===== config.mk =====
export PLATFORM = sky130hd
export DESIGN_NAME = rtmc_modecode
export DESIGN_NICKNAME = d
export VERILOG_FILES = /design/src/rtmc_pkg.sv /design/src/rtmc_modecode.sv
export VERILOG_INCLUDE_DIRS = /design/src
export SDC_FILE = /design/constraint.sdc
export NUM_CORES = 1
export LEC_CHECK = 0
export ABC_AREA = 0
export BUFFER_PORTS_ARGS = -buffer_cell sky130_fd_sc_hd__buf_2
export CORE_MARGIN = 2
export CORE_UTILIZATION = 52
export CTS_CLUSTER_DIAMETER = 120
export DETAILED_ROUTE_END_ITERATION = 10
export HOLD_SLACK_MARGIN = 0.15
export PLACE_DENSITY = 0.85
export RECOVER_POWER = 50
export REMOVE_ABC_BUFFERS = 1
export SLEW_MARGIN = 20
export SYNTH_ARGS = -nofsm -noshare
export SYNTH_HDL_FRONTEND = slang
export SYNTH_SLANG_ARGS = --single-unit

===== constraint.sdc =====
create_clock -name sys_clk -period 5.06 [get_ports sys_clk]
set_input_delay 0.506 -clock sys_clk [delete_from_list [all_inputs] [get_ports sys_clk]]
set_output_delay 0.506 -clock sys_clk [all_outputs]
set_load 0.05 [all_outputs]

===== src/rtmc_defs.svh =====
// Offsets, field positions and reset values for the flag-override and reset mode code handler.
`ifndef RTMC_DEFS_SVH
`define RTMC_DEFS_SVH
`define RTMC_OFS_STATUS_BITS  8'h1a
`define RTMC_OFS_BIT_WORD     8'h1e
`define RTMC_OFS_CONFIG       8'h17
`define RTMC_MC_OVERRIDE      5'h07
`define RTMC_MC_RESET         5'h08
`define RTMC_BROADCAST_FLAG_ADDR       5'h1f
`define RTMC_BIT_TF_INHIBIT   0
`define RTMC_SW_TF_BIT        0
`define RTMC_CFG_UNDEFINED_MODECODE_INVALID       0
`define RTMC_CFG_SOFT_RESET   1
`define RTMC_ST_ME            10
`define RTMC_ST_BCR           4
`define RTMC_ST_BUSY          3
`define RTMC_ST_TF            0
`define RTMC_DESC_DESCRIPTOR_ACCESSED_FLAG        0
`define RTMC_DESC_BROADCAST_FLAG       1
`define RTMC_DESC_DPB         2
`define RTMC_MI_RECEIVING_BUS_FLAG         0
`define RTMC_MI_MESSAGE_ERROR_FLAG          1
`define RTMC_MI_ILLEGAL_COMMAND_FLAG         2
`define RTMC_MI_RT_TO_RT_FLAG          3
`define RTMC_MI_WORD_COUNT_ERROR_FLAG        4
`define RTMC_MI_ERR_MASK      16'h001e
`define RTMC_ZERO16           16'h0000
`endif


===== src/rtmc_pkg.sv =====
// Types for the flag-override and reset mode code handler.
package rtmc_pkg;
    typedef enum logic [2:0] {
        RTMC_OUT_IGNORE,
        RTMC_OUT_DEFAULT,
        RTMC_OUT_INFORM,
        RTMC_OUT_ILLEGAL,
        RTMC_OUT_TRAIL
    } rtmc_outcome_t;
endpackage


===== src/rtmc_modecode.sv =====
// Remote terminal handler for the flag-override and terminal-reset mode commands.
`timescale 1ns/1ps
`default_nettype none
`include "rtmc_defs.svh"
// Function
// - Override command clears ME, then sends status.
// - Broadcast override sets BCR, sends no status.
// - Override clears flag inhibit in test word.
// - Uninhibited: status TF follows host TF bit.
// - Default response descriptor and info word updates.
// - Invalid command, or undefined-invalid one without trailing word, is ignored.
// - Undefined-invalid setting overrides illegal table bit.
// - Legal undefined command gets in-form response.
// - Illegalized undefined command sets ME and flags.
// - Trailing data word: no status, errors set.
// - Reset command clears ME, status unless broadcast.
// - After reset status, clear ME, Busy, BCR.
// - Reset command zeroes the test word.
// - Reset command cancels both transmitter shutdowns.
// - Reset command clears the flag inhibit.
// - Reset command keeps host configuration registers.
module rtmc_modecode
    import rtmc_pkg::*;
(
    // Clock and reset
    input  wire logic        sys_clk,
    input  wire logic        sys_rst,
    // Decoded command from the receiver
    input  wire logic        cmd_valid,
    input  wire logic        cmd_error,
    input  wire logic [4:0]  cmd_rt_addr,
    input  wire logic        cmd_tr,
    input  wire logic [4:0]  cmd_mode_code,
    input  wire logic        cmd_trailing_data,
    input  wire logic        cmd_bus_b,
    input  wire logic        cmd_illegal_bit,
    input  wire logic [4:0]  own_rt_addr,
    // Status transmit handshake and the flag inhibit, shutdown and busy set strobes
    input  wire logic        status_sent,
    input  wire logic        tf_inhibit_set,
    input  wire logic        shutdown_set_a,
    input  wire logic        shutdown_set_b,
    input  wire logic        busy_set,
    // Register port
    input  wire logic        reg_wr,
    input  wire logic [7:0]  reg_addr,
    input  wire logic [15:0] reg_wdata,
    output logic      [15:0] reg_rdata,
    // Results
    output logic             status_tx_req,
    output logic      [15:0] status_word,
    output logic             desc_wr,
    output logic      [15:0] desc_word,
    output logic             msg_info_wr,
    output logic      [15:0] msg_info_word,
    output logic             message_complete_irq,
    output logic             broadcast_msg_irq,
    output logic             illegal_command_irq,
    output logic             message_error_irq,
    output logic             tx_shutdown_a,
    output logic             tx_shutdown_b,
    output logic             rt_reset_pending
);
    logic [15:0]   status_bits_r;
    logic [15:0]   bit_word_r;
    logic [15:0]   config_r;
    logic [15:0]   int_status_r;
    logic [15:0]   desc_r;
    logic          reset_wait_r;
    logic          broadcast_flag;
    logic          accept;
    rtmc_outcome_t outcome;

    assign broadcast_flag  = (cmd_rt_addr == `RTMC_BROADCAST_FLAG_ADDR);
    assign accept = cmd_valid && !cmd_error && (broadcast_flag || cmd_rt_addr == own_rt_addr);

    // Outcome selection; the trailing data word check wins over every other case.
    always_comb begin
        outcome = RTMC_OUT_IGNORE;
        if (accept && (cmd_mode_code == `RTMC_MC_OVERRIDE || cmd_mode_code == `RTMC_MC_RESET)) begin
            if (cmd_trailing_data) begin
                outcome = RTMC_OUT_TRAIL;
            end else if (cmd_tr) begin
                outcome = RTMC_OUT_DEFAULT;
            end else if (config_r[`RTMC_CFG_UNDEFINED_MODECODE_INVALID]) begin
                outcome = RTMC_OUT_IGNORE;
            end else if (cmd_illegal_bit) begin
                outcome = RTMC_OUT_ILLEGAL;
            end else begin
                outcome = RTMC_OUT_INFORM;
            end
        end
    end

    logic do_override;
    logic do_reset;
    assign do_override = (outcome == RTMC_OUT_DEFAULT) && (cmd_mode_code == `RTMC_MC_OVERRIDE);
    assign do_reset    = (outcome == RTMC_OUT_DEFAULT) && (cmd_mode_code == `RTMC_MC_RESET);

    // Host registers; configuration is only ever changed by the host.
    always_ff @(posedge sys_clk) begin
        if (sys_rst) begin
            status_bits_r <= `RTMC_ZERO16;
            config_r      <= `RTMC_ZERO16;
        end else if (reg_wr) begin
            if (reg_addr == `RTMC_OFS_STATUS_BITS)
                status_bits_r <= reg_wdata;
            if (reg_addr == `RTMC_OFS_CONFIG)
                config_r <= reg_wdata;
        end
    end

    // Test word; a command clear outranks a host write but a new inhibit set wins.
    always_ff @(posedge sys_clk) begin
        if (sys_rst || (reg_wr && reg_addr == `RTMC_OFS_CONFIG && reg_wdata[`RTMC_CFG_SOFT_RESET])) begin
            bit_word_r <= `RTMC_ZERO16;
        end else begin
            if (do_reset)
                bit_word_r <= `RTMC_ZERO16;
            else if (do_override)
                bit_word_r[`RTMC_BIT_TF_INHIBIT] <= 1'b0;
            else if (reg_wr && reg_addr == `RTMC_OFS_BIT_WORD)
                bit_word_r <= reg_wdata;
            if (tf_inhibit_set)
                bit_word_r[`RTMC_BIT_TF_INHIBIT] <= 1'b1;
        end
    end

    // Internal status register bits.
    always_ff @(posedge sys_clk) begin
        if (sys_rst) begin
            int_status_r <= `RTMC_ZERO16;
        end else begin
            if (reset_wait_r && (status_sent || int_status_r[`RTMC_ST_BCR])) begin
                int_status_r[`RTMC_ST_ME]   <= 1'b0;
                int_status_r[`RTMC_ST_BUSY] <= 1'b0;
                int_status_r[`RTMC_ST_BCR]  <= 1'b0;
            end
            if (busy_set)
                int_status_r[`RTMC_ST_BUSY] <= 1'b1;
            case (outcome)
                RTMC_OUT_DEFAULT, RTMC_OUT_INFORM: begin
                    int_status_r[`RTMC_ST_ME]  <= 1'b0;
                    int_status_r[`RTMC_ST_BCR] <= broadcast_flag;
                end
                RTMC_OUT_ILLEGAL: begin
                    int_status_r[`RTMC_ST_ME]  <= 1'b1;
                    int_status_r[`RTMC_ST_BCR] <= broadcast_flag;
                end
                RTMC_OUT_TRAIL: begin
                    int_status_r[`RTMC_ST_ME] <= 1'b1;
                end
                default: begin
                end
            endcase
        end
    end

    // Reset command wait: cleared once its status has gone, or at once when broadcast.
    always_ff @(posedge sys_clk) begin
        if (sys_rst)
            reset_wait_r <= 1'b0;
        else if (do_reset)
            reset_wait_r <= 1'b1;
        else if (status_sent || int_status_r[`RTMC_ST_BCR])
            reset_wait_r <= 1'b0;
    end

    // Transmitter shutdown; the reset command overrides it on both buses.
    always_ff @(posedge sys_clk) begin
        if (sys_rst) begin
            tx_shutdown_a <= 1'b0;
            tx_shutdown_b <= 1'b0;
        end else if (do_reset) begin
            tx_shutdown_a <= 1'b0;
            tx_shutdown_b <= 1'b0;
        end else begin
            if (shutdown_set_a)
                tx_shutdown_a <= 1'b1;
            if (shutdown_set_b)
                tx_shutdown_b <= 1'b1;
        end
    end

    // Status word request and composition.
    always_ff @(posedge sys_clk) begin
        if (sys_rst) begin
            status_tx_req <= 1'b0;
            status_word   <= `RTMC_ZERO16;
        end else begin
            status_tx_req <= (outcome != RTMC_OUT_IGNORE) && (outcome != RTMC_OUT_TRAIL) && !broadcast_flag;
            status_word <= int_status_r;
            status_word[`RTMC_ST_TF] <= status_bits_r[`RTMC_SW_TF_BIT] &&
                                        !bit_word_r[`RTMC_BIT_TF_INHIBIT];
        end
    end

    // Descriptor and message-info writes with interrupt strobes; ignored messages write nothing.
    always_ff @(posedge sys_clk) begin
        if (sys_rst) begin
            desc_r               <= `RTMC_ZERO16;
            desc_wr              <= 1'b0;
            desc_word            <= `RTMC_ZERO16;
            msg_info_wr          <= 1'b0;
            msg_info_word        <= `RTMC_ZERO16;
            message_complete_irq <= 1'b0;
            broadcast_msg_irq    <= 1'b0;
            illegal_command_irq  <= 1'b0;
            message_error_irq    <= 1'b0;
        end else begin
            desc_wr              <= 1'b0;
            msg_info_wr          <= 1'b0;
            message_complete_irq <= 1'b0;
            broadcast_msg_irq    <= 1'b0;
            illegal_command_irq  <= 1'b0;
            message_error_irq    <= 1'b0;
            if (outcome != RTMC_OUT_IGNORE) begin
                desc_r[`RTMC_DESC_DPB]   <= ~desc_r[`RTMC_DESC_DPB];
                desc_r[`RTMC_DESC_DESCRIPTOR_ACCESSED_FLAG]  <= (outcome != RTMC_OUT_DEFAULT);
                desc_r[`RTMC_DESC_BROADCAST_FLAG] <= (outcome != RTMC_OUT_TRAIL) && broadcast_flag;
                desc_word[`RTMC_DESC_DPB]   <= ~desc_r[`RTMC_DESC_DPB];
                desc_word[`RTMC_DESC_DESCRIPTOR_ACCESSED_FLAG]  <= (outcome != RTMC_OUT_DEFAULT);
                desc_word[`RTMC_DESC_BROADCAST_FLAG] <= (outcome != RTMC_OUT_TRAIL) && broadcast_flag;
                desc_wr     <= 1'b1;
                msg_info_wr <= 1'b1;
                msg_info_word <= `RTMC_ZERO16;
                msg_info_word[`RTMC_MI_RECEIVING_BUS_FLAG]  <= cmd_bus_b;
                msg_info_word[`RTMC_MI_MESSAGE_ERROR_FLAG]   <= (outcome == RTMC_OUT_ILLEGAL) || (outcome == RTMC_OUT_TRAIL);
                msg_info_word[`RTMC_MI_ILLEGAL_COMMAND_FLAG]  <= (outcome == RTMC_OUT_ILLEGAL);
                msg_info_word[`RTMC_MI_WORD_COUNT_ERROR_FLAG] <= (outcome == RTMC_OUT_TRAIL);
                message_complete_irq <= 1'b1;
                broadcast_msg_irq    <= broadcast_flag && (outcome != RTMC_OUT_TRAIL);
                illegal_command_irq  <= (outcome == RTMC_OUT_ILLEGAL);
                message_error_irq    <= (outcome == RTMC_OUT_TRAIL);
            end
        end
    end

    // Register readback.
    always_ff @(posedge sys_clk) begin
        if (sys_rst) begin
            reg_rdata        <= `RTMC_ZERO16;
            rt_reset_pending <= 1'b0;
        end else begin
            rt_reset_pending <= reset_wait_r;
            case (reg_addr)
                `RTMC_OFS_STATUS_BITS: reg_rdata <= status_bits_r;
                `RTMC_OFS_BIT_WORD:    reg_rdata <= bit_word_r;
                `RTMC_OFS_CONFIG:      reg_rdata <= config_r;
                default:               reg_rdata <= `RTMC_ZERO16;
            endcase
        end
    end
endmodule
`default_nettype wire


==> results.py, run 1 <==
metrics = {
    "clock_tree": {
        "cts_inserted_buffers": 9,
        "htreeDepth": 3,
        "clk_path_buf_depth": 2,
        "numClockSinks": 87,
        "cts_resized": 0,
        "clkTransAtPathRegs_ns": 0.08,
        "clk_latency_ns": 0.35,
        "cts_tree": "built",
        "hold_buffers": 0,
        "root_buffer": "clkbuf_8",
        "cts_setup_buffers": 0,
    },
    "floorplan": {
        "start_util_pct": 54.2,
        "rows": 31,
        "dieArea_mm2": 0.00836,
        "design.core.area_mm2": 0.00733,
        "die_y_um": 91.4,
        "die_x_um": 91.4,
        "ios": 127,
    },
    "layout": {
        "nNetsFinal": 546,
        "stdcell_count": 597,
        "drive_gt1_share_pct": 17.3,
        "syn_to_final_growth_pct": 12.1,
        "antenna_cells": 0,
        "n_fill_cell": 647,
    },
    "synth": {
        "yosys.cell_types.count": 52,
        "synth_top_area_share_pct": 43.8,
        "synth.cells.most_frequent": "dfxtp_1 (87), buf_4 (41), nor2_1 (39), nand2_1 (36), mux2i_1 (34)",
        "synth_edf_count": 0,
        "synth-seq-cells": 87,
        "syn_inst": 420,
        "synthArstFlopShare_pct": 0,
        "yosys_warnings": 0,
        "ys_seq_area_share_pct": 43.8,
        "synth.largest_area_cell": "dfxtp_1",
        "ys_top_cells_by_area": "dfxtp_1 (44%), mux2i_1 (8.6%), buf_4 (7.7%)",
        "synth.most_common_cell": "dfxtp_1",
        "synth_ff_type": "dfxtp_1",
        "syn-cell-area_mm2": 0.00398,
        "syn-mean-instance-area_um2": 9.47,
    },
    "setup_path": {
        "endpoint": "bit_word_r[3]",
        "end_kind": "flip-flop",
        "r2r-start": "config_r[0]",
        "critPathArrivalTime_ns": 3.41,
        "required_ns": 5.25,
        "cp-startpoint": "sys_rst",
        "worstPathMaxFanout": 70,
        "r2r-end": "msg_info_word[0]",
        "r2r_slack_ns": 3.40,
        "worstRegToRegCells": 5,
        "path_class": "primary input to flip-flop",
        "cp-start-kind": "primary input",
    },
    "routing": {
        "drt-pass1-iter-count": 5,
        "routedWlPerCell_um": 15.4,
        "wirelength_mm": 9.19,
        "drtIter0Drc": 261,
        "drc": 0,
        "drtAntennaViolNets": 0,
        "via_per_inst": 5.63,
        "vias": 3359,
    },
    "run": {
        "cap_violations": 1,
    },
    "timing": {
        "postLayoutSetupSlackWorst_ns": 1.84,
        "rsz0062_at_grt": "no",
        "setup_tns_ns": 0,
        "min_period_over_period_pct": 63.7,
        "worstMarginPinSlew_ns": 2.85,
        "finalSetupViolCount": 0,
        "skew_ns": 0.00723,
        "fmax_mhz": 310,
        "maxSlewHeadroom_pct": -90.1,
        "finalMaxSlewViolations": 71,
        "period_minus_slack_ns": 3.22,
        "hold_violations": 0,
    },
    "grt": {
        "grt_max_degree": 71,
        "grt_first_pass_wirelength_mm": 14.7,
        "overflow": 0,
        "antenna_found_initial": 0,
        "first_global_vias": 3096,
        "track_usage_pct": 21.5,
    },
    "power": {
        "ir_drop_mv": 0.221,
        "p_leak_uw": 0.00171,
        "powerDensity_mw_per_mm2": 297,
    },
    "placed_design": {
        "io_buffers": 89,
        "dp_slack_ns": 2.19,
        "hpwl_mm": 6.00,
        "place_inst": 581,
        "place.gp.congestion": 0.827,
    },
    "run_status": {
        "status": "complete, but fails checks",
        "violations": "capacitance limit, slew limit",
    },
    "worst_hold_path": {
        "hold_path_class": "primary input to flip-flop",
    },
}
[kinds of logic (layout without fill, tap and decap cells)]
family,after synthesis,after routing,synth area share [%]
XOR/XNOR,6,6,1.32
multiplexers,35,35,8.84
flip-flops,87,87,43.8
AND/OR/NAND/NOR,114,114,14.8
other,1,37,0.0943
buffers and inverters,72,114,11.1
AO/OA/AOI/OAI,105,105,20.1
[how the worst min path moves through the flow]
stage,depth (start not counted),slack (ns),from,end
after floorplan,1,0.42,bit_word_r[0],status_word[0]
final,2,0.35,shutdown_set_b,tx_shutdown_b
after CTS,2,0.34,shutdown_set_a,tx_shutdown_a
after global routing,2,0.35,shutdown_set_b,tx_shutdown_b
after global placement,2,0.44,msg_info_word[2],msg_info_word[2]
after detailed placement,1,0.45,bit_word_r[0],status_word[0]
[power by group]
part	leakage, µW	switching (µW)	internal (µW)
clock network	0.000105	241	254
logic	0.000903	114	27.9
registers	0.000702	1.62	687
[per-stage QoR]
| stage | instance area, µm² | hold slack (ns) | utilization [%] | total power [µW] |
|---|---|---|---|---|
| finish | 4460 | 0.354 | 60.8 | 1330 |
| detailed placement | 4300 | 0.450 | 58.7 | 846 |
| CTS | 4510 | 0.343 | 61.5 | 1330 |
| floorplan | 3690 | 0.416 | - | 797 |
| global route | 4460 | 0.355 | 60.8 | 1370 |
| global placement | 4300 | 0.443 | 58.6 | 843 |
[placed cells by master (no fill, tap or decap), types with 3 or more instances in the layout]
| cell type | count |
|---|---|
| a2111oi_0 | 16 |
| a211oi_1 | 3 |
| a21oi_1 | 21 |
| a22oi_1 | 17 |
| a2bb2oi_1 | 14 |
| buf_2 | 52 |
| buf_4 | 3 |
| clkbuf_1 | 38 |
| clkbuf_8 | 11 |
| conb_1 | 37 |
| dfxtp_1 | 87 |
| inv_1 | 5 |
| mux2i_1 | 34 |
| nand2_1 | 36 |
| nand3_1 | 3 |
| nand4_1 | 3 |
| nor2_1 | 39 |
| nor2b_1 | 7 |
| nor3b_1 | 4 |
| o211ai_1 | 14 |
| o21a_1 | 3 |
| o21ai_0 | 4 |
| xnor2_1 | 3 |
| xor2_1 | 3 |
[sequential cells by signal, summed over array words and instances (netlist names), 3 cells and up]
| name | count |
|---|---|
| status_bits_r | 16 |
| bit_word_r | 16 |
| reg_rdata | 16 |
| msg_info_word | 4 |
| desc_word | 3 |
| config_r | 16 |
| status_word | 4 |
| int_status_r | 3 |
[layer usage]
metal	track usage, %	wire [µm]	vias to the layer above
li1	-	-	1581
met1	27.6	3880	1595
met2	34.7	4370	169
met3	6.97	821	14
met4	6.06	111	0
met5	0	0	-
[worst max-delay path, stage by stage]
cell and delay [ns]:
buf_2 0.07, clkbuf_1 2.01, a21oi_2 -0.02, o21ai_1 0.71
a21oi_1 0.10
[area by class of cell]
| class | count | area (µm²) | area share (%) |
|---|---|---|---|
| Sequential cell | 87 | 1740 | 39.1 |
| Multi-Input combinational cell | 297 | 1940 | 43.5 |
| Tap cell | 99 | 124 | 2.78 |
| Clock inverter | 5 | 56.3 | 1.26 |
| Inverter | 5 | 18.8 | 0.421 |
| Clock buffer | 11 | 151 | 3.40 |
| Timing Repair Buffer | 93 | 425 | 9.54 |
No activity file was read; power rests on OpenSTA's default activity.
==> run 2, diff against run 1 <==
Settings changed: CORE_UTILIZATION 52 to 51, PLACE_DENSITY 0.85 to 0.84.
Clock period 5.06 ns to 3.1 ns, I/O delays scaled along.
==> run 2 against run 1 <==
The flow still finishes with violations (capacitance limit, slew limit). Sequential power is 63% higher. Cell count is 1.3% higher. Via count shrank 0.18%. Clock skew up 0.00095 ns. Clock power rose by 58%.
==> results.py, run 2 (synthesized netlist as in run 1, its figures left out) <==
metrics = {
    "routing": {
        "top_layer": "met4",
        "routedWlPerCell_um": 14.6,
        "drtAntennaViolNets": 0,
        "vias": 3353,
        "via_per_inst": 5.54,
        "drtIter0Drc": 204,
        "wl_met3_um": 810,
        "wl_met1_mm": 3.73,
        "dr_wl_met2_mm": 4.10,
        "drt-pass1-iter-count": 5,
        "drc": 0,
        "wirelength_mm": 8.81,
    },
    "grt": {
        "grt_first_pass_wirelength_mm": 14.6,
        "grt_max_degree": 45,
        "antenna_found_initial": 0,
        "track_usage_pct": 21.3,
        "overflow": 0,
        "first_global_vias": 3170,
    },
    "clock_tree": {
        "clkTransAtPathRegs_ns": 0.09,
        "root_buffer": "clkbuf_8",
        "cts_setup_buffers": 0,
        "cts_tree": "built",
        "htreeDepth": 3,
        "cts_inserted_buffers": 9,
        "clk_path_buf_depth": 2,
        "numClockSinks": 87,
        "clk_latency_ns": 0.35,
    },
    "setup_path": {
        "path_class": "primary input to flip-flop",
        "critical_path_depth": 4,
        "worst_path_max_delay_cell": "clkbuf_1",
        "slowest_delay_ns": 1.29,
        "critPathTopFamily": "buffers and inverters",
        "cp-start-kind": "primary input",
        "cp.buffers_inverters": 1,
        "worstPathMaxFanout": 44,
        "crit_chain": "clkbuf_1 -> a21oi_2 -> o21ai_1 -> a211oi_1",
        "critPathArrivalTime_ns": 2.42,
        "end_kind": "flip-flop",
        "required_ns": 3.29,
        "worstRegToRegCells": 5,
    },
    "layout": {
        "drive_gt1_share_pct": 17.5,
        "multi_input_area_mm2": 0.00194,
        "layout_commonest_cell": "dfxtp_1",
        "n_fill_cell": 701,
        "layout_common_cells": "dfxtp_1 (87), buf_2 (51), nor2_1 (39), clkbuf_1 (39), conb_1 (37)",
        "syn_to_final_growth_pct": 13.1,
        "regArea_mm2": 0.00174,
        "stdcell_count": 605,
        "nNetsFinal": 551,
        "antenna_cells": 0,
    },
    "floorplan": {
        "die_x_um": 92.3,
        "start_util_pct": 52.0,
        "design.core.area_mm2": 0.00765,
        "rows": 32,
        "ios": 127,
        "dieArea_mm2": 0.00852,
        "die_y_um": 92.3,
    },
    "run": {
        "cap_violations": 1,
    },
    "timing": {
        "worstMarginPinSlew_ns": 1.83,
        "setup_tns_ns": 0,
        "fmax_mhz": 449,
        "finalMaxSlewViolations": 45,
        "period_minus_slack_ns": 2.23,
        "min_period_over_period_pct": 71.9,
        "maxSlewHeadroom_pct": -22.0,
        "hold_ws_ns": 0.165,
        "finalSetupViolCount": 0,
        "rsz0062_at_grt": "no",
        "skew_ns": 0.00818,
        "postLayoutSetupSlackWorst_ns": 0.873,
        "hold_violations": 0,
    },
    "run_status": {
        "violations": "capacitance limit, slew limit",
        "status": "complete, but fails checks",
    },
    "power": {
        "clock_power_share_pct": 36.5,
        "power_frac_comb_pct": 11.0,
        "p_leak_uw": 0.00172,
        "power_switching_uw": 578,
        "p_int_uw": 1560,
        "ir_drop_mv": 0.221,
        "p_seq_share_pct": 52.5,
        "powerDensity_mw_per_mm2": 476,
        "switching_share_pct": 27.0,
    },
    "placed_design": {
        "dp_slack_ns": 0.729,
        "place_inst": 587,
        "hpwl_mm": 6.15,
        "place.gp.congestion": 0.899,
        "io_buffers": 89,
    },
    "worst_hold_path": {
        "hold_path_class": "primary input to flip-flop",
        "holdPathStages": 2,
    },
}
[run 2: cell count changes in the layout (fill, tap and decap cells not counted)]
cell | before | now
clkinvlp_4 | 1 | 3
dlygate4sd3_1 | 0 | 2
clkbuf_1 | 38 | 39
clkbuf_8 | 11 | 10
buf_2 | 52 | 51
clkinv_2 | 2 | 1
clkinv_4 | 1 | 0
buf_4 | 3 | 7
[run 2: worst paths after layout]
kind                            slack [ns]                to             start
worst min register to register        0.46  msg_info_word[2]  msg_info_word[2]
worst max register to register        1.45  msg_info_word[0]       config_r[0]
worst max-delay path                  0.87     bit_word_r[1]           sys_rst
worst min-delay path                  0.16     bit_word_r[0]    tf_inhibit_set
[run 2: timing repair]
item                                   CTS  global route
hold buffers                             2             0
endpoints found under the hold margin    2             0
resized for setup                        0             0
[run 2: metrics by stage]
stage | total power (µW) | utilization (%) | cell area (µm²)
3_3_place_gp | 1380 | 56.5 | 4320
5_1_grt | 2220 | 58.8 | 4500
4_1_cts | 2160 | 59.4 | 4540
6_report | 2140 | 58.8 | 4500
3_5_place_dp | 1380 | 56.5 | 4320
2_1_floorplan | 1300 | - | 3690
[run 2: cell type report]
type                    instances  area share, %
repair buffers                 98           10.5
clock inverters                 5           1.28
clock buffers                  11           3.14
flip-flops and latches         87           38.7
inverters                       5          0.417
multi-input cells             297           43.1
well taps                     102           2.84
[run 2: power by group through the flow]
stage / logic [µW] / registers (µW) / clock network, µW
final: 235 / 1120 / 782
after CTS: 233 / 1120 / 802
after detailed placement: 230 / 1150 / 0
after global routing: 249 / 1130 / 844
after global placement: 227 / 1150 / 0
after floorplan: 142 / 1160 / 0
[run 2: metal layers]
| layer | track usage [%] | up-vias |
|---|---|---|
| met4 | 9.45 | 0 |
| li1 | - | 1587 |
| met2 | 34.2 | 166 |
| met5 | 0 | - |
| met1 | 27.1 | 1580 |
| met3 | 5.21 | 20 |
